==> config.mk <==
export PLATFORM = sky130hd
export DESIGN_NAME = cilr_top
export DESIGN_NICKNAME = d
export VERILOG_FILES = /design/src/cilr_pkg.sv /design/src/cilr_top.sv /design/src/cilr_regmem.sv
export SDC_FILE = /design/constraint.sdc
export NUM_CORES = 1
export LEC_CHECK = 0
export BUFFER_PORTS_ARGS = -buffer_cell sky130_fd_sc_hd__buf_2
export CORE_MARGIN = 4
export CORE_UTILIZATION = 55
export DETAILED_ROUTE_END_ITERATION = 6
export PLACE_DENSITY = 0.79
export SYNTH_ARGS = -nofsm -noshare
export SYNTH_HDL_FRONTEND = slang
export SYNTH_HIERARCHICAL = 1
export SYNTH_SLANG_ARGS = --single-unit
==> constraint.sdc <==
create_clock -name ref_clk -period 3.05 [get_ports ref_clk]
set_clock_uncertainty 0.15 [all_clocks]
set_input_delay 0 -clock ref_clk [delete_from_list [all_inputs] [get_ports ref_clk]]
set_output_delay 0 -clock ref_clk [all_outputs]
set_load 0.03 [all_outputs]
==> src/cilr_pkg.sv <==
// Package: register map, I2C constants and shared types for the register bank
package cilr_pkg;
	localparam logic [6:0] SLAVE_ADDR      = 7'h1a;
	localparam int         REG_COUNT       = 16;
	localparam logic [7:0] LAST_OFFSET     = 8'h0f;
	localparam logic [7:0] UNMAPPED_DATA   = 8'hff;
	localparam logic [7:0] FAULT_OFFSET    = 8'h09;
	localparam logic [7:0] FLAG_OFFSET     = 8'h0e;
	localparam logic [7:0] ICL_OFFSET      = 8'h00;
	localparam logic [7:0] ICL_RESET       = 8'h17;
	localparam logic [7:0] OTHER_RESET     = 8'h00;
	localparam int         HIZ_BIT         = 7;
	localparam int         STAT_SEL_MSB    = 6;
	localparam int         STAT_SEL_LSB    = 5;
	localparam int         ICL_CODE_MSB    = 4;
	localparam int         ICL_CODE_LSB    = 0;
	localparam logic [1:0] STAT_FOLLOW_CHG = 2'h0;
	localparam logic [1:0] STAT_FOLLOW_SET = 2'h1;
	localparam logic [2:0] BIT_LAST        = 3'h7;

	typedef struct packed {
		logic       high_impedance_input_enable;
		logic [1:0] status_pin_function_select;
		logic [4:0] input_current_limit_code;
	} cilr_icl_t;

	typedef struct packed {
		logic       valid;
		logic [4:0] code;
	} cilr_detect_t;

	typedef enum {
		ST_IDLE,
		ST_ADDR,
		ST_ADDR_ACK,
		ST_OFFS,
		ST_OFFS_ACK,
		ST_WDATA,
		ST_WDATA_ACK,
		ST_RDATA,
		ST_RDATA_ACK
	} cilr_state_t;
endpackage

==> src/cilr_top.sv <==
// I2C slave register bank with the input current limit register
//
// Behaviour
// - Every register is eight bits, bit 0 least significant, bit 7 most.
// - Answer only I2C transfers to seven-bit address 0x1a.
// - Register bank reset loads 0x17 into offset zero.
// - Bit 7 enables high impedance input; reset 0; disconnects supply pin.
// - Bits 6:5 pick status pin: 00 charge, 01 custom bits, else float.
// - Bits 4:0 code n means 100 plus 100 n milliamps.
// - Limit code resets to 10111, meaning 2400 milliamps.
// - Finished source detection writes its own code into the limit field; a host write to offset zero in that cycle wins.
// - Sixteen registers 0x00 to 0x0f; reads above 0x0f return 0xff.
// - Multi-byte access steps offset per byte, skipping 0x09 and 0x0e.
module cilr_top (
	input  wire logic                   ref_clk,
	input  wire logic                   rst,
	input  wire logic                   reg_reset,
	input  wire logic                   scl_in,
	input  wire logic                   sda_in,
	input  wire cilr_pkg::cilr_detect_t detect,
	input  wire logic                   charging_active,
	input  wire logic                   custom_status_on,
	output logic                        sda_out,
	output logic                        sda_oe_n,
	output logic                        stat_out,
	output logic                        stat_oe_n,
	output logic                        supply_disconnect,
	output cilr_pkg::cilr_icl_t         icl_out
);
	// Next register offset, stepping past fault and flag registers
	function automatic logic [7:0] step_offset(input logic [7:0] off);
		logic [7:0] nx;
		nx = off + 8'h01;
		if (nx == cilr_pkg::FAULT_OFFSET || nx == cilr_pkg::FLAG_OFFSET) begin
			nx = nx + 8'h01;
		end
		return nx;
	endfunction

	logic [2:0] scl_sync_reg;
	logic [2:0] sda_sync_reg;
	logic       scl_reg;
	logic       sda_reg;
	logic       scl_next;
	logic       sda_next;

	always_comb begin
		scl_next = scl_reg;
		sda_next = sda_reg;
		if (scl_sync_reg[1] == scl_sync_reg[2]) begin
			scl_next = scl_sync_reg[2];
		end
		if (sda_sync_reg[1] == sda_sync_reg[2]) begin
			sda_next = sda_sync_reg[2];
		end
	end

	always_ff @(posedge ref_clk) begin
		if (rst) begin
			scl_sync_reg <= 3'h7;
			sda_sync_reg <= 3'h7;
			scl_reg      <= 1'b1;
			sda_reg      <= 1'b1;
		end else begin
			scl_sync_reg <= {scl_sync_reg[1:0], scl_in};
			sda_sync_reg <= {sda_sync_reg[1:0], sda_in};
			scl_reg      <= scl_next;
			sda_reg      <= sda_next;
		end
	end

	wire logic scl_rise = scl_next & ~scl_reg;
	wire logic scl_fall = ~scl_next & scl_reg;
	wire logic start_c  = scl_reg & scl_next & sda_reg & ~sda_next;
	wire logic stop_c   = scl_reg & scl_next & ~sda_reg & sda_next;

	cilr_pkg::cilr_state_t state_reg;
	cilr_pkg::cilr_state_t state_next;
	logic [7:0] shift_reg;
	logic [7:0] shift_next;
	logic [2:0] bit_reg;
	logic [2:0] bit_next;
	logic       rw_reg;
	logic       rw_next;
	logic [7:0] off_reg;
	logic [7:0] off_next;
	logic       sda_out_reg;
	logic       sda_out_next;
	logic       ack_reg;
	logic       ack_next;
	cilr_pkg::cilr_icl_t icl_reg;
	cilr_pkg::cilr_icl_t icl_next;
	logic       mem_wr;
	logic [7:0] mem_rd;
	logic [7:0] rd_byte;

	cilr_regmem u_mem (
		.ref_clk (ref_clk),
		.rst     (rst | reg_reset),
		.wr_en   (mem_wr),
		.wr_addr (off_reg[3:0]),
		.wr_data (shift_reg),
		.rd_addr (off_reg[3:0]),
		.rd_data (mem_rd)
	);

	// Read byte for the current offset
	always_comb begin
		if (off_reg > cilr_pkg::LAST_OFFSET) begin
			rd_byte = cilr_pkg::UNMAPPED_DATA;
		end else if (off_reg == cilr_pkg::ICL_OFFSET) begin
			rd_byte = icl_reg;
		end else begin
			rd_byte = mem_rd;
		end
	end

	always_comb begin
		state_next   = state_reg;
		shift_next   = shift_reg;
		bit_next     = bit_reg;
		rw_next      = rw_reg;
		off_next     = off_reg;
		sda_out_next = sda_out_reg;
		ack_next     = ack_reg;
		icl_next     = icl_reg;
		mem_wr       = 1'b0;
		if (detect.valid) begin
			icl_next.input_current_limit_code = detect.code;
		end
		// A cut byte must not leave a pending acknowledge behind
		if (stop_c) begin
			state_next   = cilr_pkg::ST_IDLE;
			sda_out_next = 1'b1;
			ack_next     = 1'b0;
		end else if (start_c) begin
			state_next   = cilr_pkg::ST_ADDR;
			bit_next     = 3'h0;
			sda_out_next = 1'b1;
			ack_next     = 1'b0;
		end else begin
			case (state_reg)
				cilr_pkg::ST_ADDR, cilr_pkg::ST_OFFS,
				cilr_pkg::ST_WDATA: begin
					if (scl_rise) begin
						shift_next = {shift_reg[6:0], sda_reg};
						bit_next   = bit_reg + 3'h1;
					end
					if (scl_fall && bit_reg == 3'h0 && ack_reg) begin
						ack_next = 1'b0;
						case (state_reg)
							cilr_pkg::ST_ADDR: begin
								rw_next = shift_reg[0];
								if (shift_reg[7:1] == cilr_pkg::SLAVE_ADDR) begin
									sda_out_next = 1'b0;
									state_next   = cilr_pkg::ST_ADDR_ACK;
								end else begin
									state_next = cilr_pkg::ST_IDLE;
								end
							end
							cilr_pkg::ST_OFFS: begin
								off_next     = shift_reg;
								sda_out_next = 1'b0;
								state_next   = cilr_pkg::ST_OFFS_ACK;
							end
							default: begin
								if (off_reg == cilr_pkg::ICL_OFFSET) begin
									icl_next = shift_reg;
								end else if (off_reg <= cilr_pkg::LAST_OFFSET) begin
									mem_wr = 1'b1;
								end
								sda_out_next = 1'b0;
								state_next   = cilr_pkg::ST_WDATA_ACK;
							end
						endcase
					end else if (scl_rise && bit_reg == cilr_pkg::BIT_LAST) begin
						ack_next = 1'b1;
					end
				end
				cilr_pkg::ST_ADDR_ACK, cilr_pkg::ST_OFFS_ACK,
				cilr_pkg::ST_WDATA_ACK: begin
					if (scl_fall) begin
						bit_next = 3'h0;
						if (state_reg == cilr_pkg::ST_ADDR_ACK && rw_reg) begin
							shift_next   = rd_byte;
							sda_out_next = rd_byte[7];
							state_next   = cilr_pkg::ST_RDATA;
						end else begin
							sda_out_next = 1'b1;
							if (state_reg == cilr_pkg::ST_ADDR_ACK) begin
								state_next = cilr_pkg::ST_OFFS;
							end else begin
								state_next = cilr_pkg::ST_WDATA;
							end
							if (state_reg == cilr_pkg::ST_WDATA_ACK) begin
								off_next = step_offset(off_reg);
							end
						end
					end
				end
				cilr_pkg::ST_RDATA: begin
					if (scl_fall) begin
						bit_next = bit_reg + 3'h1;
						if (bit_reg == cilr_pkg::BIT_LAST) begin
							sda_out_next = 1'b1;
							state_next   = cilr_pkg::ST_RDATA_ACK;
						end else begin
							shift_next   = {shift_reg[6:0], 1'b0};
							sda_out_next = shift_reg[6];
						end
					end
				end
				cilr_pkg::ST_RDATA_ACK: begin
					if (scl_rise) begin
						ack_next = ~sda_reg;
						if (~sda_reg) begin
							off_next = step_offset(off_reg);
						end
					end
					if (scl_fall) begin
						bit_next = 3'h0;
						if (ack_reg) begin
							shift_next   = rd_byte;
							sda_out_next = rd_byte[7];
							state_next   = cilr_pkg::ST_RDATA;
						end else begin
							state_next = cilr_pkg::ST_IDLE;
						end
						ack_next = 1'b0;
					end
				end
				default: begin
					sda_out_next = 1'b1;
				end
			endcase
		end
	end

	always_ff @(posedge ref_clk) begin
		if (rst) begin
			state_reg   <= cilr_pkg::ST_IDLE;
			shift_reg   <= 8'h00;
			bit_reg     <= 3'h0;
			rw_reg      <= 1'b0;
			off_reg     <= 8'h00;
			sda_out_reg <= 1'b1;
			ack_reg     <= 1'b0;
		end else begin
			state_reg   <= state_next;
			shift_reg   <= shift_next;
			bit_reg     <= bit_next;
			rw_reg      <= rw_next;
			off_reg     <= off_next;
			sda_out_reg <= sda_out_next;
			ack_reg     <= ack_next;
		end
		if (rst || reg_reset) begin
			icl_reg <= cilr_pkg::ICL_RESET;
		end else begin
			icl_reg <= icl_next;
		end
	end

	// Pin and field outputs, all registered
	always_ff @(posedge ref_clk) begin
		if (rst) begin
			sda_out           <= 1'b1;
			sda_oe_n          <= 1'b1;
			stat_out          <= 1'b1;
			stat_oe_n         <= 1'b1;
			supply_disconnect <= 1'b0;
			icl_out           <= cilr_pkg::ICL_RESET;
		end else begin
			sda_out  <= 1'b0;
			sda_oe_n <= sda_out_reg;
			stat_out <= 1'b0;
			case (icl_reg.status_pin_function_select)
				cilr_pkg::STAT_FOLLOW_CHG: stat_oe_n <= ~charging_active;
				cilr_pkg::STAT_FOLLOW_SET: stat_oe_n <= ~custom_status_on;
				default:                   stat_oe_n <= 1'b1;
			endcase
			supply_disconnect <= icl_reg.high_impedance_input_enable;
			icl_out           <= icl_reg;
		end
	end
endmodule

==> src/cilr_regmem.sv <==
// Register array for offsets other than zero, with registered read data
module cilr_regmem (
	input  wire logic       ref_clk,
	input  wire logic       rst,
	input  wire logic       wr_en,
	input  wire logic [3:0] wr_addr,
	input  wire logic [7:0] wr_data,
	input  wire logic [3:0] rd_addr,
	output logic      [7:0] rd_data
);
	logic [7:0] mem_reg [cilr_pkg::REG_COUNT];
	logic [7:0] mem_next [cilr_pkg::REG_COUNT];
	logic [7:0] rd_next;

	always_comb begin
		for (int i = 0; i < cilr_pkg::REG_COUNT; i++) begin
			mem_next[i] = mem_reg[i];
		end
		if (wr_en) begin
			mem_next[wr_addr] = wr_data;
		end
		rd_next = mem_reg[rd_addr];
	end

	always_ff @(posedge ref_clk) begin
		for (int i = 0; i < cilr_pkg::REG_COUNT; i++) begin
			if (rst) begin
				mem_reg[i] <= cilr_pkg::OTHER_RESET;
			end else begin
				mem_reg[i] <= mem_next[i];
			end
		end
		if (rst) begin
			rd_data <= cilr_pkg::OTHER_RESET;
		end else begin
			rd_data <= rd_next;
		end
	end
endmodule

# --- Yosys cells after proc, flatten, opt, wreduce, memory -nomap -nowiden ---
# Memories as Yosys holds them, arrays and structs flattened. A register that Yosys moved wholly into a read port is not among the register bits.
# Cells that the tools add are included.
word_totals:
  reg_bits: 81
  word_cells: 226
  ram_bits: 128
  mem_count: 1
  output_inout_bits: 13
classes:
  n_lt_le_gt_ge: 4
  eq_ne: 41
  n_mux: 92
  n_bitwise: 34
  reduce_logical: 30
  n_addsub: 3
memory_table:
  columns: ["name", "words", "word_bits", "read_ports", "rd_ports_with_merged_regs", "write_ports", "line", "rtl"]
  rows:
  - ["u_mem.mem_reg", 16, 8, 17, 1, 16, "cilr_regmem.sv:11", "logic [7:0] mem_reg [cilr_pkg::REG_COUNT];"]
op_table:
  columns: ["op", "n"]
  rows:
  - ["8-bit 2-to-1 mux", 34]
  - ["32-bit by 3-bit == test with 1-bit output, second input constant", 5]
  - ["32-bit 2-to-1 mux", 5]
  - ["128-bit bitwise mux", 1]
  - ["128-bit 2-to-1 mux", 1]
  - ["32-bit case mux with 4 select lines", 1]
  - ["32-bit by 2-bit == test with 1-bit output, second input constant", 2]
  - ["32-bit by 4-bit == test with 1-bit output, second input constant", 2]
  - ["32-bit case mux with 2 select lines", 1]
  - ["5-bit 2-to-1 mux", 7]
  - ["8-bit demux with 4-bit select", 1]
  - ["32-bit by 1-bit == test with 1-bit output, second input constant", 1]
  - ["8-bit case mux with 4 select lines", 1]
  - ["2-bit != test, second input constant", 14]
  - ["1-bit 2-to-1 mux", 27]
  - ["3-bit != test, second input constant", 9]
  - ["8-bit case mux with 3 select lines", 1]
  - ["6-bit AND reduction", 4]
  - ["3-bit 2-to-1 mux", 7]
  - ["10-bit AND reduction", 2]
  - ["1-bit bitwise OR", 17]
  - ["8-bit by 1-bit adder with 8-bit output, second input constant", 2]
  - ["8-bit by 4-bit == test with 1-bit output, second input constant", 2]
  - ["5-bit AND reduction", 2]
  - ["other kinds (30)", 55]

# --- Logic depth before layout (Yosys ltp) ---
depth:
  depth_word: 12
  ltp_mapped: 13
  mapped_depth_nobuf: 10

# --- Hierarchy ---
# The synthesis kept the hierarchy.
by_module_without_submodules:
  columns: ["module", "cells_per_inst", "area_each_um2", "instances"]
  rows:
  - ["cilr_regmem", 701, 6298.5, 1]
  - ["cilr_top", 346, 3037.9, 1]

# --- Worst setup path before layout ---
# OpenSTA, ideal clock, no wires.
synth_path:
  path_kind: "register to register"
  from: "register scl_reg"
  to: "memory u_mem.mem_reg[5][5]"
  t_arrival_ps: 2779
  stages_incl_launch_ff: 14
  synth_period_minus_slack_ps: 3061
  setup_slack_ps: -11
  setup_time_ps: 132
  cell_sequence: "dfxtp_1 maj3_1 inv_1 ha_1 buf_4 nand4b_1 nor3b_2 nand3_1 nor2_1 buf_6 or3b_4 buf_6 o21ai_1 a21oi_1"
synth_lines:
  columns: ["element", "line", "rtl"]
  rows:
  - ["start, declared", "cilr_top.sv:42", "logic scl_reg;"]
  - ["start signal, assigned", "cilr_top.sv:67", "scl_reg <= scl_next;"]
  - ["end, declared", "cilr_regmem.sv:11", null]

==> run_results.csv <==
group,metric,value,unit
critical_path,cp_data_arrival_time,3.14,ns
cts,root_buffer,"clkbuf_16",
grt,grt_usage,0.266,
floorplan,die_h,138,µm
timing,setup_viol,0,
grt,grt_antenna_before_repair,0,
cts,clk_latency,0.44,ns
pwr,p_leak,0.00353,µW
yosys,yosysSeqAreaShare,0.405,
pwr,power,6410,µW
yosys,synth.cell_area,0.00934,mm²
critical_path,path_max_fanout,11,
routing,avgViaCountPerCell,6.49,
critical_path,start_kind,"register",
cts,tritoncts,"built",
floorplan,row_count,47,
yosys,synth_fp_nets,1071,
place,dp_hpwl,15700,µm
yosys,ys_warn_count,6,
timing,fmax,341,MHz
final_layout,fill_cells,1357,
final_layout,area_delta_synth_final,11.5,%
final_layout,layout.cells.non_filler,1285,
grt,grt_max_degree,88,
yosys,synthCells,1047,
floorplan,die_w,138,µm
routing,final_antenna_net_count,0,
critical_path,crit_type,"reg2reg",
critical_path,reg2reg_slack,0.12,ns
cts,cts_sinks,189,
timing,drv_slew,0,
grt,grt_pass1_vias,7842,
pwr,irDropWorstVdd,0.567,mV
routing,drt_pass1_iterations,5,
outcome,status,"complete, no violations",
yosys,async_reset_ff_frac,0,
timing,fin_crit,2.93,ns
critical_path,required,3.26,ns
place,dpl.cell_count,1235,
routing,route.detailed.drc,0,
final_layout,diodes,0,
yosys,synth_edf_count,0,
grt,grt_pass1_wl,41800,µm
timing,fin_crit_sh,0.961,
final_layout,largest_register_ffs,128,
final_layout,layout-drive-gt1-share,0.181,
floorplan,initial_utilization,0.563,
floorplan,core,0.0166,mm²
timing,slew-limit-headroom,0.349,
cts,cts_max_level,4,
job,drv_cap,0,
yosys,syn-mean-instance-area,8.92,µm²
floorplan,dieArea,0.0191,mm²
final_layout,layout_common_cells,"dfxtp_1, a21oi_1, nand3_1",
yosys,ys_ff_latch,189,
place,buffer_ports.inserted,25,
floorplan,io_pins,26,
final_layout,final_nets,1077,
cts,cts_made_buffers,17,
grt,overflow,0,
routing,drt_iter0_markers,1118,
cts,cts_max_path_buffers,2,
min_path,hold_class,"in2reg",
critical_path,cp-end-kind,"register",
yosys,yosysUniqueCellTypes,74,
yosys,synth_flop_cell,"dfxtp_1",
timing,worst_slew_pin_slew,0.976,ns
pwr,power_density,615,mW/mm²
cts,clk_pin_slew_worst_paths,0.07,ns
final_layout,final_common_cell,"dfxtp_1",
routing,drt_wl_total,26300,µm
place,gp_congestion,0.885,
routing,post_drt_wl_per_cell,20.4,µm
timing,hold_viol,0,
routing,num_vias,8343,
timing,whs,0.150,ns
==> where the power goes <==
group	internal, µW	switching [µW]
clock network	1280	977
registers	2540	107
logic	512	984
total	4340	2070
==> cells by family after synthesis <==
logic type                 synth area share
AOI/OAI and AO/OA                     0.198
and+or+nand+nor                       0.179
DFF                                   0.405
buffers and inverters                0.0650
muxes                                 0.134
adders and majority gates            0.0158
xor gates and xnor gates            0.00281
==> worst max-delay path, cell delays in order (launching register included) <==
cell,delay (ns)
dfxtp_1,0.35
maj3_2,0.36
inv_1,0.07
ha_1,0.16
nand4b_1,0.24
nor3b_4,0.33
nand3_2,0.13
nor2_4,0.19
buf_6,0.16
and3b_1,0.20
buf_4,0.19
nand3_1,0.14
a21oi_1,0.18
==> Yosys cell counts (all sizes together) (5+ instances only) <==
library cell | instances | area, µm²
a211oi | 6 | 50.1
a21oi | 153 | 766
and3b | 6 | 52.6
buf | 45 | 318
clkbuf | 67 | 255
dfxtp | 189 | 3780
ha | 11 | 138
inv | 9 | 33.8
mux2 | 8 | 93.8
mux2i | 42 | 420
mux4 | 32 | 739
nand2 | 31 | 124
nand2b | 6 | 37.5
nand3 | 142 | 711
nand3b | 5 | 37.5
nor2 | 46 | 175
nor2b | 14 | 87.6
nor3 | 8 | 51.3
nor3b | 6 | 77.6
o21ai | 140 | 708
o22ai | 7 | 43.8
or2 | 15 | 96.3
or3 | 6 | 37.5
==> path summary, 6_finish.rpt <==
check	from	end	cells past startpoint
worst max-delay path	scl_reg$_SDFF_PP1_	u_mem/mem_reg[2][3]$_SDFFE_PP0P_	12
worst min-delay path	scl_in	scl_sync_reg[0]$_SDFF_PP1_	3
worst max register to register	scl_reg$_SDFF_PP1_	u_mem/mem_reg[2][3]$_SDFFE_PP0P_	12
worst min register to register	scl_sync_reg[0]$_SDFF_PP1_	scl_sync_reg[1]$_SDFF_PP1_	1
==> per-stage QoR <==
| step | worst slack [ns] | util | setup TNS (ns) | instance area (µm²) |
|---|---|---|---|---|
| 5_1_grt | -0.0270 | 0.628 | -0.111 | 10400 |
| 6_report | 0.118 | 0.628 | 0 | 10400 |
| 3_5_place_dp | 0.0410 | 0.579 | 0 | 9600 |
| 3_3_place_gp | 0.144 | 0.579 | 0 | 9600 |
| 2_1_floorplan | 0.0442 | - | 0 | 9340 |
| 4_1_cts | 0.0169 | 0.625 | 0 | 10400 |
==> area by class of cell <==
| type | instances | area, µm² | area share |
|---|---|---|---|
| clock inverters | 10 | 128 | 0.0123 |
| flip-flops and latches | 189 | 3790 | 0.364 |
| multi-input cells | 737 | 4980 | 0.478 |
| well taps | 220 | 275 | 0.0264 |
| inverters | 9 | 36.3 | 0.00348 |
| clock buffers | 21 | 470 | 0.0452 |
| repair buffers | 99 | 738 | 0.0709 |
==> per-layer routing <==
layer,part of all wire,GRT usage,wire [µm]
met1,0.40,0.358,10600
met2,0.48,0.428,12600
met3,0.096,0.0673,2520
met4,0.018,0.0785,479
met5,0,0,0
==> repair_timing <==
action                                 4_1_cts  5_1_grt
gates resized for setup                      0       13
buffers inserted                             0        2
hold buffers                                17        0
endpoints found under the hold margin       33        0
setup endpoints to repair                    0      128
Note: power is estimated with default switching activity, not from simulation.
